### config.mk
export PLATFORM = sky130hd
export DESIGN_NAME = acl_control
export DESIGN_NICKNAME = d
export VERILOG_FILES = /design/src/acl_pkg.sv /design/src/acl_timer.sv /design/src/acl_axil.sv /design/src/acl_control.sv
export VERILOG_INCLUDE_DIRS = /design/src /design/src/src
export SDC_FILE = /design/constraint.sdc
export NUM_CORES = 1
export LEC_CHECK = 0
export BUFFER_PORTS_ARGS = -buffer_cell sky130_fd_sc_hd__buf_2
export CORE_MARGIN = 2
export CORE_UTILIZATION = 55
export DETAILED_ROUTE_END_ITERATION = 10
export GPL_TIMING_DRIVEN = 0
export PLACE_DENSITY = 0.82
export SYNTH_ARGS = -nofsm -noshare
export SYNTH_HDL_FRONTEND = slang
export SYNTH_HIERARCHICAL = 1
export SYNTH_SLANG_ARGS = --single-unit
export TNS_END_PERCENT = 20
### constraint.sdc
create_clock -name clock -period 6.5 [get_ports clock]
set_input_delay 1.3 -clock clock [delete_from_list [all_inputs] [get_ports clock]]
set_output_delay 1.3 -clock clock [all_outputs]
set_load 0.01 [all_outputs]
### src/acl_consts.svh
// register indices, field positions, reset values and timing counts
`ifndef ACL_CONSTS_SVH
`define ACL_CONSTS_SVH

// register indices; byte address is four times the index
`define ACL_IDX_CTRL1 8'h0e
`define ACL_IDX_CTRL2 8'h0f
`define ACL_IDX_RES_HI 8'h20
`define ACL_IDX_RES_LO 8'h21
`define ACL_IDX_IRQ_STAT 8'h30
`define ACL_IDX_IRQ_MASK 8'h31

// reset values
`define ACL_RST_CTRL1 8'h10
`define ACL_RST_CTRL2 8'h00
`define ACL_RST_RES 8'h00

// conv_channel_start_ctrl fields
`define ACL_C1_START 7
`define ACL_C1_MODE_HI 6
`define ACL_C1_MODE_LO 5
`define ACL_C1_INDIS 4
`define ACL_C1_CH_HI 3

// conv_timing_ladder_ctrl fields
`define ACL_C2_LADDER 5
`define ACL_C2_TIME_HI 3
`define ACL_C2_TIME_LO 1
`define ACL_C2_KEEP_HI 5

// conv_result_low_status fields
`define ACL_R2_EOC 5
`define ACL_R2_BUSY 4

// conversion times in high_freq_osc_clock cycles (the module clock)
`define ACL_T_39 11'h027
`define ACL_T_78 11'h04e
`define ACL_T_156 11'h09c
`define ACL_T_312 11'h138
`define ACL_T_624 11'h270
`define ACL_T_1248 11'h4e0

// bus responses
`define ACL_RESP_OKAY 2'h0
`define ACL_RESP_SLVERR 2'h2

`endif

### src/acl_pkg.sv
// types shared by the converter control logic
package acl_pkg;

  typedef enum logic [1:0] {
    ACL_ST_IDLE = 2'b00,
    ACL_ST_CONV = 2'b01
  } acl_state_type;

  typedef enum logic [1:0] {
    ACL_MODE_OFF = 2'b00,
    ACL_MODE_SW = 2'b01,
    ACL_MODE_RSV = 2'b10,
    ACL_MODE_REPEAT = 2'b11
  } acl_mode_type;

  typedef enum logic [1:0] {
    ACL_PWR_RUN = 2'b00,
    ACL_PWR_STOP = 2'b01,
    ACL_PWR_SLOW = 2'b10,
    ACL_PWR_SLEEP = 2'b11
  } acl_pwr_type;

  typedef struct packed {
    logic wr;
    logic rd;
    logic [7:0] idx;
    logic [7:0] wdata;
  } acl_req_type;

  typedef struct packed {
    logic hit;
    logic [7:0] rdata;
  } acl_rsp_type;

  typedef struct packed {
    logic [2:0] channel;
    logic input_disable;
    logic ladder_connect;
    logic sample_start;
  } acl_ana_type;

endpackage

### src/acl_timer.sv
// conversion duration counter clocked by the module clock
module acl_timer #(
  parameter int CNT_W = 11
) (
  // clock and reset
  input wire logic clock,
  input wire logic rst,
  // control
  input wire logic load,
  input wire logic abort,
  input wire logic [CNT_W-1:0] count,
  // status
  output logic done
);
  logic [CNT_W-1:0] remain;
  logic run;

  if (CNT_W < 11) begin : g_cnt_check
    $error("acl_timer: CNT_W too small");
  end

  // done rises exactly count cycles after the load edge
  always_ff @(posedge clock or posedge rst) begin
    if (rst) begin
      remain <= '0;
      run <= 1'b0;
      done <= 1'b0;
    end else if (abort) begin
      run <= 1'b0;
      done <= 1'b0;
    end else if (load) begin
      remain <= count - 1'b1;
      run <= 1'b1;
      done <= 1'b0;
    end else if (run && remain == '0) begin
      run <= 1'b0;
      done <= 1'b1;
    end else begin
      remain <= run ? remain - 1'b1 : remain;
      done <= 1'b0;
    end
  end
endmodule // acl_timer

### src/acl_axil.sv
// axi4-lite slave front end, one write and one read at a time
`include "acl_consts.svh"
module acl_axil #(
  parameter int ADDR_W = 10
) (
  // clock and reset
  input wire logic clock,
  input wire logic rst,
  // write address and data
  input wire logic [ADDR_W-1:0] awaddr,
  input wire logic awvalid,
  output logic awready,
  input wire logic [31:0] wdata,
  input wire logic [3:0] wstrb,
  input wire logic wvalid,
  output logic wready,
  // write response
  output logic [1:0] bresp,
  output logic bvalid,
  input wire logic bready,
  // read address and data
  input wire logic [ADDR_W-1:0] araddr,
  input wire logic arvalid,
  output logic arready,
  output logic [31:0] rdata,
  output logic [1:0] rresp,
  output logic rvalid,
  input wire logic rready,
  // register side
  output acl_pkg::acl_req_type req,
  input wire acl_pkg::acl_rsp_type rsp
);
  logic [7:0] aw_idx;
  logic [7:0] ar_idx;
  logic [7:0] w_byte;
  logic w_lane;
  logic wr_go;
  logic rd_go;

  if (ADDR_W < 10) begin : g_addr_check
    $error("acl_axil: ADDR_W below 10");
  end

  assign wr_go = !awready && !wready && !bvalid && !req.wr;
  // a read strobe yields to a write strobe: both share req.idx
  assign rd_go = !arready && !rvalid && !req.rd && !wr_go;

  always_ff @(posedge clock or posedge rst) begin
    if (rst) begin
      awready <= 1'b1;
      wready <= 1'b1;
      aw_idx <= 8'h00;
      w_byte <= 8'h00;
      w_lane <= 1'b0;
    end else begin
      if (awvalid && awready) begin
        awready <= 1'b0;
        aw_idx <= awaddr[9:2];
      end else if (bvalid && bready) begin
        awready <= 1'b1;
      end
      if (wvalid && wready) begin
        wready <= 1'b0;
        w_byte <= wdata[7:0];
        w_lane <= wstrb[0];
      end else if (bvalid && bready) begin
        wready <= 1'b1;
      end
    end
  end

  always_ff @(posedge clock or posedge rst) begin
    if (rst) begin
      arready <= 1'b1;
      ar_idx <= 8'h00;
    end else if (arvalid && arready) begin
      arready <= 1'b0;
      ar_idx <= araddr[9:2];
    end else if (rvalid && rready) begin
      arready <= 1'b1;
    end
  end

  // one-cycle strobes towards the register file
  always_ff @(posedge clock or posedge rst) begin
    if (rst) begin
      req <= '0;
    end else begin
      req.wr <= wr_go && w_lane;
      req.rd <= rd_go;
      req.idx <= rd_go ? ar_idx : aw_idx;
      req.wdata <= w_byte;
    end
  end

  // write response rises with the strobe; read response once the strobe has been seen by the registers
  always_ff @(posedge clock or posedge rst) begin
    if (rst) begin
      bvalid <= 1'b0;
      bresp <= `ACL_RESP_OKAY;
      rvalid <= 1'b0;
      rresp <= `ACL_RESP_OKAY;
      rdata <= 32'h0000_0000;
    end else begin
      if (wr_go) begin
        bvalid <= 1'b1;
        bresp <= `ACL_RESP_OKAY;
      end else if (bvalid && bready) begin
        bvalid <= 1'b0;
      end
      if (req.rd) begin
        rvalid <= 1'b1;
        rresp <= rsp.hit ? `ACL_RESP_OKAY : `ACL_RESP_SLVERR;
        rdata <= {24'h00_0000, rsp.rdata};
      end else if (rvalid && rready) begin
        rvalid <= 1'b0;
      end
    end
  end
endmodule // acl_axil

### src/acl_control.sv
// converter control logic: registers, sequencing, interrupt
//
// Register access over AXI4-Lite is this design's own decision.
`include "acl_consts.svh"
module acl_control #(
  parameter int ADDR_W = 10,
  parameter int CNT_W = 11
) (
  // clock and reset
  input wire logic clock,
  input wire logic rst,
  // axi4-lite write address
  input wire logic [ADDR_W-1:0] s_axi_awaddr,
  input wire logic s_axi_awvalid,
  output logic s_axi_awready,
  // axi4-lite write data
  input wire logic [31:0] s_axi_wdata,
  input wire logic [3:0] s_axi_wstrb,
  input wire logic s_axi_wvalid,
  output logic s_axi_wready,
  // axi4-lite write response
  output logic [1:0] s_axi_bresp,
  output logic s_axi_bvalid,
  input wire logic s_axi_bready,
  // axi4-lite read address
  input wire logic [ADDR_W-1:0] s_axi_araddr,
  input wire logic s_axi_arvalid,
  output logic s_axi_arready,
  // axi4-lite read data
  output logic [31:0] s_axi_rdata,
  output logic [1:0] s_axi_rresp,
  output logic s_axi_rvalid,
  input wire logic s_axi_rready,
  // power mode from the system controller
  input wire acl_pkg::acl_pwr_type power_mode,
  // analog side
  input wire logic [9:0] converted_value,
  output acl_pkg::acl_ana_type analog_ctrl,
  // interrupt
  output logic conversion_done_irq
);
  acl_pkg::acl_req_type req;
  acl_pkg::acl_rsp_type rsp;
  acl_pkg::acl_state_type state;
  acl_pkg::acl_state_type next_state;
  acl_pkg::acl_mode_type mode;

  // conv_channel_start_ctrl
  logic conversion_start_bit;
  logic [1:0] operating_mode_field;
  logic input_disable;
  logic [3:0] channel_select;
  // conv_timing_ladder_ctrl, bits 5..0 kept
  logic [5:0] timing_ctrl;
  // results and status
  logic [7:0] conv_result_high;
  logic [1:0] result_low;
  logic end_of_conversion_flag;
  logic conversion_busy_flag;
  logic irq_status;
  logic irq_mask;

  logic standby;
  logic wr_ok;
  logic start_now;
  logic finish;
  logic abort;
  logic restart;
  logic timer_done;
  logic [2:0] time_code;
  logic [CNT_W-1:0] conv_cycles;
  logic [CNT_W-1:0] load_count;
  logic read_high;

  if (CNT_W < 11) begin : g_cnt_check
    $error("acl_control: CNT_W too small");
  end
  if (ADDR_W < 10) begin : g_addr_check
    $error("acl_control: ADDR_W below 10");
  end

  acl_axil #(
    .ADDR_W(ADDR_W)
  ) u_bus (
    .clock(clock),
    .rst(rst),
    .awaddr(s_axi_awaddr),
    .awvalid(s_axi_awvalid),
    .awready(s_axi_awready),
    .wdata(s_axi_wdata),
    .wstrb(s_axi_wstrb),
    .wvalid(s_axi_wvalid),
    .wready(s_axi_wready),
    .bresp(s_axi_bresp),
    .bvalid(s_axi_bvalid),
    .bready(s_axi_bready),
    .araddr(s_axi_araddr),
    .arvalid(s_axi_arvalid),
    .arready(s_axi_arready),
    .rdata(s_axi_rdata),
    .rresp(s_axi_rresp),
    .rvalid(s_axi_rvalid),
    .rready(s_axi_rready),
    .req(req),
    .rsp(rsp)
  );

  // stop, slow and sleep all count as standby
  assign standby = power_mode != acl_pkg::ACL_PWR_RUN;
  assign wr_ok = req.wr && !standby;
  assign mode = acl_pkg::acl_mode_type'(operating_mode_field);
  assign time_code = timing_ctrl[`ACL_C2_TIME_HI:`ACL_C2_TIME_LO];
  assign read_high = req.rd && req.idx == `ACL_IDX_RES_HI;

  // reserved mode code never starts a conversion
  assign start_now = state == acl_pkg::ACL_ST_IDLE && conversion_start_bit
    && (mode == acl_pkg::ACL_MODE_SW || mode == acl_pkg::ACL_MODE_REPEAT)
    && !standby;
  // dropping to the off mode stops at once, nothing stored
  assign abort = state == acl_pkg::ACL_ST_CONV
    && (standby || mode == acl_pkg::ACL_MODE_OFF);
  assign finish = state == acl_pkg::ACL_ST_CONV && timer_done && !abort;
  assign restart = finish && mode == acl_pkg::ACL_MODE_REPEAT;

  // reserved codes fall back to the longest time, the safe side
  always_comb begin
    case (time_code)
      3'h0: conv_cycles = `ACL_T_39;
      3'h2: conv_cycles = `ACL_T_78;
      3'h3: conv_cycles = `ACL_T_156;
      3'h4: conv_cycles = `ACL_T_312;
      3'h5: conv_cycles = `ACL_T_624;
      3'h6: conv_cycles = `ACL_T_1248;
      default: conv_cycles = `ACL_T_1248;
    endcase
  end

  // done leads the store by one edge, so the store lands exactly
  // the selected count after the start edge
  assign load_count = conv_cycles - CNT_W'(1);

  acl_timer #(
    .CNT_W(CNT_W)
  ) u_timer (
    .clock(clock),
    .rst(rst),
    .load(start_now || restart),
    .abort(abort),
    .count(load_count),
    .done(timer_done)
  );

  always_comb begin
    case (state)
      acl_pkg::ACL_ST_IDLE:
        next_state = start_now ? acl_pkg::ACL_ST_CONV : acl_pkg::ACL_ST_IDLE;
      acl_pkg::ACL_ST_CONV: begin
        if (abort || (finish && !restart)) begin
          next_state = acl_pkg::ACL_ST_IDLE;
        end else begin
          next_state = acl_pkg::ACL_ST_CONV;
        end
      end
      default: next_state = acl_pkg::ACL_ST_IDLE;
    endcase
  end

  always_ff @(posedge clock or posedge rst) begin
    if (rst) begin
      state <= acl_pkg::ACL_ST_IDLE;
    end else begin
      state <= next_state;
    end
  end

  // channel, input control and mode; standby forces reset values
  always_ff @(posedge clock or posedge rst) begin
    if (rst) begin
      operating_mode_field <= 2'h0;
      input_disable <= 1'b1;
      channel_select <= 4'h0;
    end else if (standby) begin
      operating_mode_field <= 2'h0;
      input_disable <= 1'b1;
      channel_select <= 4'h0;
    end else if (wr_ok && req.idx == `ACL_IDX_CTRL1) begin
      operating_mode_field <=
        req.wdata[`ACL_C1_MODE_HI:`ACL_C1_MODE_LO];
      input_disable <= req.wdata[`ACL_C1_INDIS];
      channel_select <= req.wdata[`ACL_C1_CH_HI:0];
    end
  end

  // start bit: write sets it, beginning a conversion clears it
  always_ff @(posedge clock or posedge rst) begin
    if (rst) begin
      conversion_start_bit <= 1'b0;
    end else if (standby || start_now) begin
      conversion_start_bit <= 1'b0;
    end else if (wr_ok && req.idx == `ACL_IDX_CTRL1) begin
      conversion_start_bit <= req.wdata[`ACL_C1_START];
    end
  end

  // timing and ladder control
  always_ff @(posedge clock or posedge rst) begin
    if (rst) begin
      timing_ctrl <= 6'(`ACL_RST_CTRL2);
    end else if (standby) begin
      timing_ctrl <= 6'h00;
    end else if (wr_ok && req.idx == `ACL_IDX_CTRL2) begin
      timing_ctrl <= req.wdata[`ACL_C2_KEEP_HI:0];
    end
  end

  // result capture; standby loses earlier results
  always_ff @(posedge clock or posedge rst) begin
    if (rst) begin
      conv_result_high <= `ACL_RST_RES;
      result_low <= 2'h0;
    end else if (standby) begin
      conv_result_high <= `ACL_RST_RES;
      result_low <= 2'h0;
    end else if (finish) begin
      conv_result_high <= converted_value[9:2];
      result_low <= converted_value[1:0];
    end
  end

  // end flag: completion wins over a clearing read or restart
  always_ff @(posedge clock or posedge rst) begin
    if (rst) begin
      end_of_conversion_flag <= 1'b0;
    end else if (finish) begin
      end_of_conversion_flag <= 1'b1;
    end else if (read_high || start_now || standby) begin
      end_of_conversion_flag <= 1'b0;
    end
  end

  // busy stays high across repeat-mode restarts
  always_ff @(posedge clock or posedge rst) begin
    if (rst) begin
      conversion_busy_flag <= 1'b0;
    end else begin
      conversion_busy_flag <=
        next_state == acl_pkg::ACL_ST_CONV;
    end
  end

  // sticky done status, write one to clear, set wins
  always_ff @(posedge clock or posedge rst) begin
    if (rst) begin
      irq_status <= 1'b0;
      irq_mask <= 1'b0;
    end else begin
      if (finish) begin
        irq_status <= 1'b1;
      end else if (req.wr && req.idx == `ACL_IDX_IRQ_STAT
          && req.wdata[0]) begin
        irq_status <= 1'b0;
      end
      if (req.wr && req.idx == `ACL_IDX_IRQ_MASK) begin
        irq_mask <= req.wdata[0];
      end
    end
  end

  always_ff @(posedge clock or posedge rst) begin
    if (rst) begin
      conversion_done_irq <= 1'b0;
    end else begin
      conversion_done_irq <= irq_status && irq_mask;
    end
  end

  // analog controls; upper channel codes are reserved, low bits used
  always_ff @(posedge clock or posedge rst) begin
    if (rst) begin
      analog_ctrl <= '0;
      analog_ctrl.input_disable <= 1'b1;
    end else begin
      analog_ctrl.channel <= channel_select[2:0];
      analog_ctrl.input_disable <= input_disable;
      analog_ctrl.ladder_connect <= timing_ctrl[`ACL_C2_LADDER]
        || next_state == acl_pkg::ACL_ST_CONV;
      analog_ctrl.sample_start <= start_now || restart;
    end
  end

  // read mux; top bits of the timing register read as zero
  always_comb begin
    rsp.hit = 1'b1;
    rsp.rdata = 8'h00;
    case (req.idx)
      `ACL_IDX_CTRL1: rsp.rdata = {conversion_start_bit,
        operating_mode_field, input_disable, channel_select};
      `ACL_IDX_CTRL2: rsp.rdata = {2'h0, timing_ctrl};
      `ACL_IDX_RES_HI: rsp.rdata = conv_result_high;
      `ACL_IDX_RES_LO: rsp.rdata = {result_low,
        end_of_conversion_flag, conversion_busy_flag, 4'h0};
      `ACL_IDX_IRQ_STAT: rsp.rdata = {7'h00, irq_status};
      `ACL_IDX_IRQ_MASK: rsp.rdata = {7'h00, irq_mask};
      default: rsp.hit = 1'b0;
    endcase
  end
endmodule // acl_control

==> Word level (Yosys, flattened, before mapping) <==
Cells that the tools add are included.
{ "word_totals": {"regBits": 108, "latchBits": 0, "mem_bits_rw": 0, "rom_bits": 0, "in_bits": 75, "output_inout_bits": 48, "word_cells": 166, "memories": 0} }
{ "classes": {"add_sub_neg": 3, "n_mul": 0, "n_div": 0, "magnitude_cmp": 0, "eq_ne": 15, "shifts": 0, "mux": 44, "bitwise_logic": 1, "reduce_logical": 68} }
{ "ops": {"columns": ["operator", "count"], "rows": [
  ["$pmux W11 S5", 1],
  ["$pmux W8 S6", 1],
  ["$mux W11", 3],
  ["$sub A11 B1 Y11 const B", 3],
  ["$eq A8 B6 Y1 const B", 4],
  ["$logic_and A1 B1 Y1", 29],
  ["$mux W1", 26],
  ["$reduce_bool A2 Y1", 13],
  ["$mux W8", 3],
  ["$eq A8 B4 Y1 const B", 2],
  ["$mux W6", 2],
  ["$logic_not A1 Y1", 11],
  ["$logic_not A11 Y1", 1],
  ["$mux W2", 5],
  ["$logic_or A1 B1 Y1", 8],
  ["$mux W4", 2],
  ["$eq A2 B1 Y1 const B", 3],
  ["$eq A3 B2 Y1 const B", 2],
  ["$eq A3 B3 Y1 const B", 2],
  ["$reduce_or A6 Y1", 1],
  ["$logic_not A2 Y1", 2],
  ["$logic_not A3 Y1", 1],
  ["$reduce_and A3 Y1", 1],
  ["$reduce_bool A3 Y1", 1],
  ["other kinds (4)", 4]
]} }

==> Depth between registers and ports, before layout <==
Gate-level depths: netlist of the first run.
{ "depth": {"word_depth": 13, "depth_mapped": 13, "depth_no_buf": 9} }

==> By module <==
Netlist of the first run, hierarchy kept.
{ "modules_own_cells": {"columns": ["mod", "instances", "cells_per_inst", "area_each_um2", "seq_area_each_um2"], "rows": [
  ["acl_axil", 1, 147, 2247.2, 1430.1],
  ["acl_control", 1, 198, 1823.0, 878.3],
  ["acl_timer", 1, 119, 1019.7, 325.3]
]} }

==> Least setup slack after synthesis of the first run <==
No wires, ideal clock.
{ "synth_timing": {"path_type": "input to register", "start": "in power_mode[1]", "end": "reg u_timer.remain[8]", "t_arrival_ns": 3.779, "t_required_ns": 6.377, "slack_ns": 2.599, "path_stages": 13, "n_path_buf": 4, "cell_sequence": "nor2_1 > clkbuf_1 > nand2_1 > a21oi_1 > buf_6 > buf_6 > buf_2 > mux2i_1 > ha_1 > o21ai_4 > a2111oi_4 > mux2i_1 > a21oi_1"} }
{ "synth_via": {"elab_chain_cells": 9, "word_cells_on_any_way": 14} }
{ "synth_rtl": {"columns": ["element", "line", "text"], "rows": [
  ["start: declaration", "acl_control.sv:35", "input wire acl_pkg::acl_pwr_type power_mode,"],
  ["$reduce_bool A2 Y1 *", "acl_control.sv:109", "assign standby = power_mode != acl_pkg::ACL_PWR_RUN;"],
  ["$logic_or A1 B1 Y1", "acl_control.sv:121", "&& (standby || mode == acl_pkg::ACL_MODE_OFF);"],
  ["$logic_and A1 B1 Y1", "acl_control.sv:121", null],
  ["$logic_not A1 Y1", "acl_control.sv:122", "assign finish = state == acl_pkg::ACL_ST_CONV && timer_done && !abort;"],
  ["$logic_and A1 B1 Y1", "acl_control.sv:122", null],
  ["$logic_and A1 B1 Y1", "acl_control.sv:123", "assign restart = finish && mode == acl_pkg::ACL_MODE_REPEAT;"],
  ["$logic_or A1 B1 Y1", "acl_control.sv:147", ".load(start_now || restart),"],
  ["$ne A2 B1 Y1 (no source line) or $reduce_bool A2 Y1 (tied branches)", null, null],
  ["$reduce_and A3 Y1 (no source line)", null, null],
  ["end signal: assignment", "acl_timer.sv:32", "remain <= count - 1'b1;"],
  ["end signal: assignment", "acl_timer.sv:39", "remain <= run ? remain - 1'b1 : remain;"],
  ["end: declaration", "acl_timer.sv:15", "logic [CNT_W-1:0] remain;"]
]} }
Every way passes the cells marked *; elsewhere a longest branch is shown, timed or not.
A chain may end at the register's enable or synchronous reset.

==> Worst setup path in the final report of the first run <==
Ends and elaborated chain as after synthesis.

==> results of run 1 <==
per-layer routing:
layer  global-route usage (%)  wire length, µm
met1                    33.49             4981
met2                    34.69             4882
met3                    3.760              594
met4                    8.641              153
met5                        0                0
cells in the mapped netlist, drive strengths merged (2+ instances only):
cell type  number
dfrtp         100
mux2           44
nand2          42
buf            37
nor2           31
o21ai          29
inv            25
nand3          22
mux2i          21
a21oi          13
nor3           10
clkbuf          8
nor4            8
dfstp           5
and2            4
nand2b          4
nand4           4
nand4b          4
o211ai          4
or2             4
a21o            3
and3            3
nand3b          3
or3             3
a221o           2
a22oi           2
a31oi           2
and2b           2
nor2b           2
nor3b           2
or4b            2
xor2            2
kinds of logic (layout without fill, tap and decap cells):
logic type,count (synthesis),count (layout)
AOI/OAI and AO/OA,68,68
xor gates and xnor gates,2,2
adders and majority gates,2,2
buffers and inverters,70,151
DFF,105,105
muxes,65,65
other,1,27
and+or+nand+nor,151,151
worst max-delay path, delay by kind of cell:
kind	cells	cell delay [ns]
buffers and inverters	5	1.07
AOI/OAI and AO/OA	4	0.94
muxes	2	0.53
adders and majority gates	1	0.32
and+or+nand+nor	2	0.31
registers in the layout (all words and copies together) (netlist names), 2 cells and up:
signal,count
analog_ctrl,6
channel_select,4
conv_result_high,8
mode,2
result_low,2
timing_ctrl,6
u_bus/ar_idx,8
u_bus/aw_idx,8
u_bus/rdata,8
u_bus/req,18
u_bus/w_byte,8
u_timer/remain,11
stage by stage:
step	power, mW	hold slack (ns)	std cells
CTS	1.774	0.3899	682
finish	1.761	0.3882	682
detailed placement	1.350	0.3622	666
floorplan	1.227	0.3486	490
global route	1.856	0.4033	682
global placement	1.319	0.3598	665
power breakdown:
group,total [mW],switching (mW),internal (mW)
Sequential,0.928,0.115,0.813
Clock,0.420,0.262,0.159
Combinational,0.413,0.184,0.229
Total,1.76,0.560,1.20
cell type report:
type,instances,area [µm²],share of cell area [%]
Timing Repair Buffer,65,340.3,5.784
Tap cell,111,138.9,2.360
Sequential cell,105,2634,44.76
Multi-Input combinational cell,315,2155,36.62
Clock buffer,9,123.9,2.105
Clock inverter,7,93.84,1.595
Buffer,45,305.3,5.188
Inverter,25,93.84,1.595
worst paths after layout:
path | cells after the start | to
max | 14 | u_timer/remain[8]
min | 0 | u_bus/req[1]
max reg2reg | 12 | u_timer/remain[8]
min reg2reg | 0 | u_bus/req[1]
max in group asynchronous | 2 | timing_ctrl[3]
min in group asynchronous | 2 | u_bus/aw_idx[4]
==> reports/metrics.yaml, run 1 <==
outcome: "complete, no violations"
synth_compound_area_share_pct: 8.948
worstPathArrival_ns: 4.49
design_area_mm2: 0.005884
drive_gt1_share_pct: 32.05
routed_wl_mm: 10.61
vias_per_cell: 5.500
p_leak_nw: 2.901
cp-startpoint: "power_mode[1]"
final-setup-viol-count: 0
fillers: 744
worst_slack_ns: 2.276
ys_ff_latch: 105
grt_antenna_before_repair: 0
cp_slowest_cell: "clkbuf_1"
final_cell_mix: "dfrtp_1 (100), buf_2 (68), nand2_1 (42)"
period_share_pct: 64.98
r2r_slack_ns: 3.29
ant_nets: 0
num_antenna_cells: 0
cts_resized: 0
final.setup.tns_ns: 0
ys_warn_count: 6
startpoint_type: "input pin"
clock_sinks: 105
initial_core_util_pct: 55.88
worstReg2RegStart: "state[0]"
syn_inst: 464
detail_route.iter0.violations: 273
ys_async_sr_fraction_pct: 100.0
portBuffers: 64
yosys.area_share.simple_pct: 16.15
utilization_pct: 64.60
dieArea_mm2: 0.01004
syn_avg_cell_area_um2: 10.97
layout_commonest_cell: "dfrtp_1"
post-place-ws_ns: 1.885
row_count: 35
dpl.hpwl_mm: 7.891
ys_types: 65
grt_pass1_wl_mm: 18.09
grt_pass1_vias: 3686
syn-cell-area_mm2: 0.005090
post-route-min-period_ns: 4.224
synth_area_leaders: "dfrtp_1 (49%), mux2_2 (7.7%), buf_4 (4.3%), mux2i_1 (4.1%), nand2_1 (3.1%)"
synthMuxAreaShare_pct: 14.45
min_path_type: "reg2reg"
first_pass_iters: 5
powerDensity_mw_per_mm2: 299.2
synth_top_family_by_area: "simple AND/OR/NAND/NOR gates"
dr_total_vias: 3751
path_clk_slew_ns: 0.10
ys_seq_area_share_pct: 51.75
drv_cap: 0
cts_setup_buffers: 0
drc: 0
io_pins: 123
slowest_delay_ns: 0.38
tightest_slew_ns: 0.7469
finalHoldViolations: 0
synth_edf_count: 0
synth-main-ff-cell: "dfrtp_1"
cp.required_ns: 6.76
avgRoutedWirePerCell_um: 15.56
final_nets: 642
synthXorXnorAreaFrac_pct: 0.3441
cts-buffers-inserted: 9
yosysTopAreaCellShare_pct: 49.16
cp-end-kind: "register"
skew_ns: 0.02445
grtUsageTotal_pct: 22.91
cts_hold_buf: 0
yosys.area.top_type: "dfrtp_1"
cts_root_buffer: "clkbuf_8"
cts_tree: "yes"
synthAdderAreaFrac_pct: 0.4425
die_h_um: 100.2
final_max_slew_viol_count: 0
slew_headroom_pct: 50.13
areaGrowthSynthToFinish_pct: 15.61
place_area_mm2: 0.005667
gp_congestion: 0.9166
rsz0062_at_grt: "false"
cp_cell_sequence: "buf_2 -> nor2_1 -> clkbuf_1 -> nand2_1 -> a21oi_1 -> buf_6 -> buf_6 -> buf_2 -> mux2i_1 -> ha_1 -> o21ai_4 -> a2111oi_4 -> mux2i_1 -> a21oi_1"
hold_path_startpoint: "u_bus/w_byte[1]"
fmax_mhz: 236.8
vdd_drop_max_v: 0.0002189
grt.overflow.total: 0
worstSetupPathType: "in2reg"
grt_max_degree: 39
core_area_mm2: 0.009109
cts-htree-levels: 3
clock_latency_ns: 0.39
cp_max_fo: 10
clk_path_buf_depth: 2
die_x_um: 100.2
Power figures use the tool's default switching activity.
==> inputs of run 2 (changes only) <==
--- a/config.mk
+++ b/config.mk
@@ -6,12 +6,13 @@
 export SDC_FILE = /design/constraint.sdc
 export NUM_CORES = 1
 export LEC_CHECK = 0
+export ABC_AREA = 1
 export BUFFER_PORTS_ARGS = -buffer_cell sky130_fd_sc_hd__buf_2
 export CORE_MARGIN = 2
-export CORE_UTILIZATION = 55
+export CORE_UTILIZATION = 49
 export DETAILED_ROUTE_END_ITERATION = 10
 export GPL_TIMING_DRIVEN = 0
-export PLACE_DENSITY = 0.82
+export PLACE_DENSITY = 0.76
 export SYNTH_ARGS = -nofsm -noshare
 export SYNTH_HDL_FRONTEND = slang
 export SYNTH_HIERARCHICAL = 1
==> constraint.sdc (replaced) <==
create_clock -name clock -period 3.4 [get_ports clock]
set_input_delay 0.68 -clock clock [delete_from_list [all_inputs] [get_ports clock]]
set_output_delay 0.68 -clock clock [all_outputs]
set_load 0.01 [all_outputs]
==> reports/metrics.yaml, run 2 <==
synthMuxAreaShare_pct: 0  # was 14.45%
num_antenna_cells: 0  # unchanged
slew_headroom_pct: 52.36  # was 50.13%
cp-startpoint: "power_mode[0]"  # was power_mode[1]
cp_max_fo: 10  # unchanged
cts_root_buffer: "clkbuf_8"  # unchanged
synthTopCellsByCount: "nand2_1 (208), dfrtp_1 (100), nand3_1 (64)"  # was dfrtp_1 (100), nand2_1 (42), mux2_2 (35)
first_pass_iters: 4  # was 5
grt_pass1_vias: 4057  # was 3686
syn-cell-area_mm2: 0.005373  # was 0.005090 mm²
row_count: 38  # was 35
final_max_slew_viol_count: 0  # unchanged
routed_wl_mm: 11.00  # was 10.61 mm
powerDensity_mw_per_mm2: 562.7  # was 299.2 mW/mm²
clk_path_buf_depth: 2  # unchanged
outcome: "complete, no violations"  # unchanged
grt_pass1_wl_mm: 18.37  # was 18.09 mm
dieArea_mm2: 0.01182  # was 0.01004 mm²
synthXorXnorAreaFrac_pct: 0  # was 0.3441%
grtUsageTotal_pct: 19.97  # was 22.91%
rsz0062_at_grt: "false"  # unchanged
cp-end-kind: "register"  # unchanged
cts_hold_buf: 0  # unchanged
yosys.area.top_type: "dfrtp_1"  # unchanged
tightest_slew_ns: 0.7136  # was 0.7469 ns
vias_per_cell: 4.812  # was 5.500
cts-htree-levels: 3  # unchanged
cts_resized: 0  # unchanged
period_share_pct: 85.01
ys_seq_area_share_pct: 49.02  # was 51.75%
cp.required_ns: 3.66  # was 6.76 ns
ys_ff_latch: 105  # unchanged
yosysMostFrequentCell: "nand2_1"  # was dfrtp_1
p_leak_nw: 3.294  # was 2.901 nW
synth_compound_area_share_pct: 5.776  # was 8.948%
cts-buffers-inserted: 9  # unchanged
ys_types: 33  # was 65
fin_cells: 881  # was 682
ys_warn_count: 6  # unchanged
ys_async_sr_fraction_pct: 100.0  # unchanged
clock_latency_ns: 0.37  # was 0.39 ns
final-setup-viol-count: 0  # unchanged
synth_top_family_by_area: "simple AND/OR/NAND/NOR gates"  # unchanged
dpl.hpwl_mm: 8.437  # was 7.891 mm
portBuffers: 62  # was 64
synth-main-ff-cell: "dfrtp_1"  # unchanged
dp_cells: 865  # was 666
dr_total_vias: 4239  # was 3751
synth_edf_count: 0  # unchanged
final_cell_mix: "nand2_1 (208), dfrtp_1 (100), nand3_1 (64)"  # was dfrtp_1 (100), buf_2 (68), nand2_1 (42)
initial_core_util_pct: 50.00  # was 55.88%
die_h_um: 108.7  # was 100.2 µm
drive_gt1_share_pct: 28.61  # was 32.05%
largest_register_ffs: 18  # unchanged
grt_max_degree: 45  # was 39
post-route-min-period_ns: 2.890
reg_top3: "u_bus/req x18, u_timer/remain x11"  # unchanged
timing.hold.ws_ns: 0.2792  # was 0.3882 ns
vdd_drop_max_v: 0.0004690  # was 0.0002189 V
largest_register: "u_bus/req"  # unchanged
worstReg2RegStart: "mode[0]"  # was state[0]
drv_cap: 0  # unchanged
fillers: 990  # was 744
syn_inst: 636  # was 464
synth_area_leaders: "dfrtp_1 (47%), nand2_1 (15%), nand3_1 (6.0%), buf_4 (4.2%), inv_1 (4.1%)"  # was dfrtp_1 (49%), mux2_2 (7.7%), buf_4 (4.3%), mux2i_1 (4.1%), nand2_1 (3.1%)
detail_route.iter0.violations: 219  # was 273
synthAdderAreaFrac_pct: 0.2329  # was 0.4425%
layout_commonest_cell: "nand2_1"  # was dfrtp_1
ant_nets: 0  # unchanged
finalHoldViolations: 0  # unchanged
grt.overflow.total: 0  # unchanged
fmax_mhz: 346.0
die_x_um: 108.7  # was 100.2 µm
cts_setup_buffers: 0  # unchanged
yosys.area_share.simple_pct: 33.02  # was 16.15%
skew_ns: 0.01751  # was 0.02445 ns
avgRoutedWirePerCell_um: 12.48  # was 15.56 µm
syn_avg_cell_area_um2: 8.448  # was 10.97 µm²
core_area_mm2: 0.01075  # was 0.009109 mm²
io_pins: 123  # unchanged
areaGrowthSynthToFinish_pct: 14.58  # was 15.61%
min_path_type: "in2async"  # was reg2reg
final.setup.tns_ns: 0  # unchanged
path_clk_slew_ns: 0.11  # was 0.10 ns
clock_sinks: 105  # unchanged
final_nets: 812  # was 642
worstPathArrival_ns: 3.15  # was 4.49 ns
worstSetupPathType: "in2reg"  # unchanged
startpoint_type: "input pin"  # unchanged
yosysTopAreaCellShare_pct: 46.58  # was 49.16%
gp_congestion: 0.8422  # was 0.9166
drc: 0  # unchanged
cts_tree: "yes"  # unchanged
grt_antenna_before_repair: 0  # unchanged
run 2: cell types whose count changed after synthesis, sizes merged, moves of 10 or more:
| cell | change |
|---|---|
| nor2 | +17 |
| nor3 | -10 |
| inv | +47 |
| o21ai | +10 |
| mux2 | -44 |
| mux2i | -21 |
| a21oi | -10 |
| nand2 | +186 |
| nand3 | +57 |
run 2: worst max-delay path: stages:
cell	delay [ns]
buf_2	0.10
inv_2	0.04
nand2_2	0.11
nor2_4	0.15
nand3_4	0.18
o21ai_1	0.48
inv_2	0.11
buf_6	0.18
o21ai_4	0.24
ha_1	0.24
nand3_2	0.13
nor2_2	0.20
nor2_1	0.06
o21ai_1	0.16
o21ai_1	0.08
run 2: layout make-up:
class,count,area [µm²],area share (%)
flip-flops and latches,105,2634,42.78
multi-input cells,441,2198,35.71
plain buffers,42,354.1,5.752
repair buffers,63,330.3,5.366
inverters,74,284.0,4.614
well taps,140,175.2,2.846
clock buffers,11,131.4,2.134
clock inverters,5,48.80,0.7927
run 2: kinds of logic after synthesis:
family	after synthesis
buf+inv	116
compound gates	45
flops	105
other cells	1
fa+ha+maj	1
simple gates	368
run 2: worst paths after layout:
check,to,slack (ns),cells after the start
min reg2reg,u_bus/req[6],0.38,0
min,u_bus/rdata[5],0.28,2
max reg2reg,u_timer/remain[4],0.51,13
max,u_timer/remain[4],0.51,15
max in group asynchronous,channel_select[2],2.49,2
min in group clock,u_bus/req[6],0.38,0
run 2: stage by stage:
| stage | utilization (%) | setup WS, ns | power [mW] | area, µm² |
|---|---|---|---|---|
| detailed placement | 55.61 | 0.1429 | 2.764 | 5976 |
| CTS | 57.29 | 0.5232 | 3.495 | 6156 |
| finish | 57.29 | 0.5095 | 3.464 | 6156 |
| global placement | 55.43 | 0.1689 | 2.697 | 5956 |
| floorplan | - | 0.7450 | 2.485 | 5470 |
| global route | 57.29 | 0.2696 | 3.691 | 6156 |
run 2: routing by layer:
metal | vias up | global-route usage, % | wire length, µm
li1 | 2143 | - | -
met1 | 1954 | 27.52 | 5054
met2 | 124 | 31.79 | 5152
met3 | 18 | 3.347 | 602
met4 | 0 | 7.601 | 190
met5 | - | 0 | 0
run 2: where the power goes:
part | switching, mW | leakage [nW] | internal [mW] | total, mW
logic | 0.644 | 1.86 | 0.355 | 0.999
registers | 0.193 | 1.35 | 1.55 | 1.74
clock network | 0.444 | 0.0915 | 0.282 | 0.726
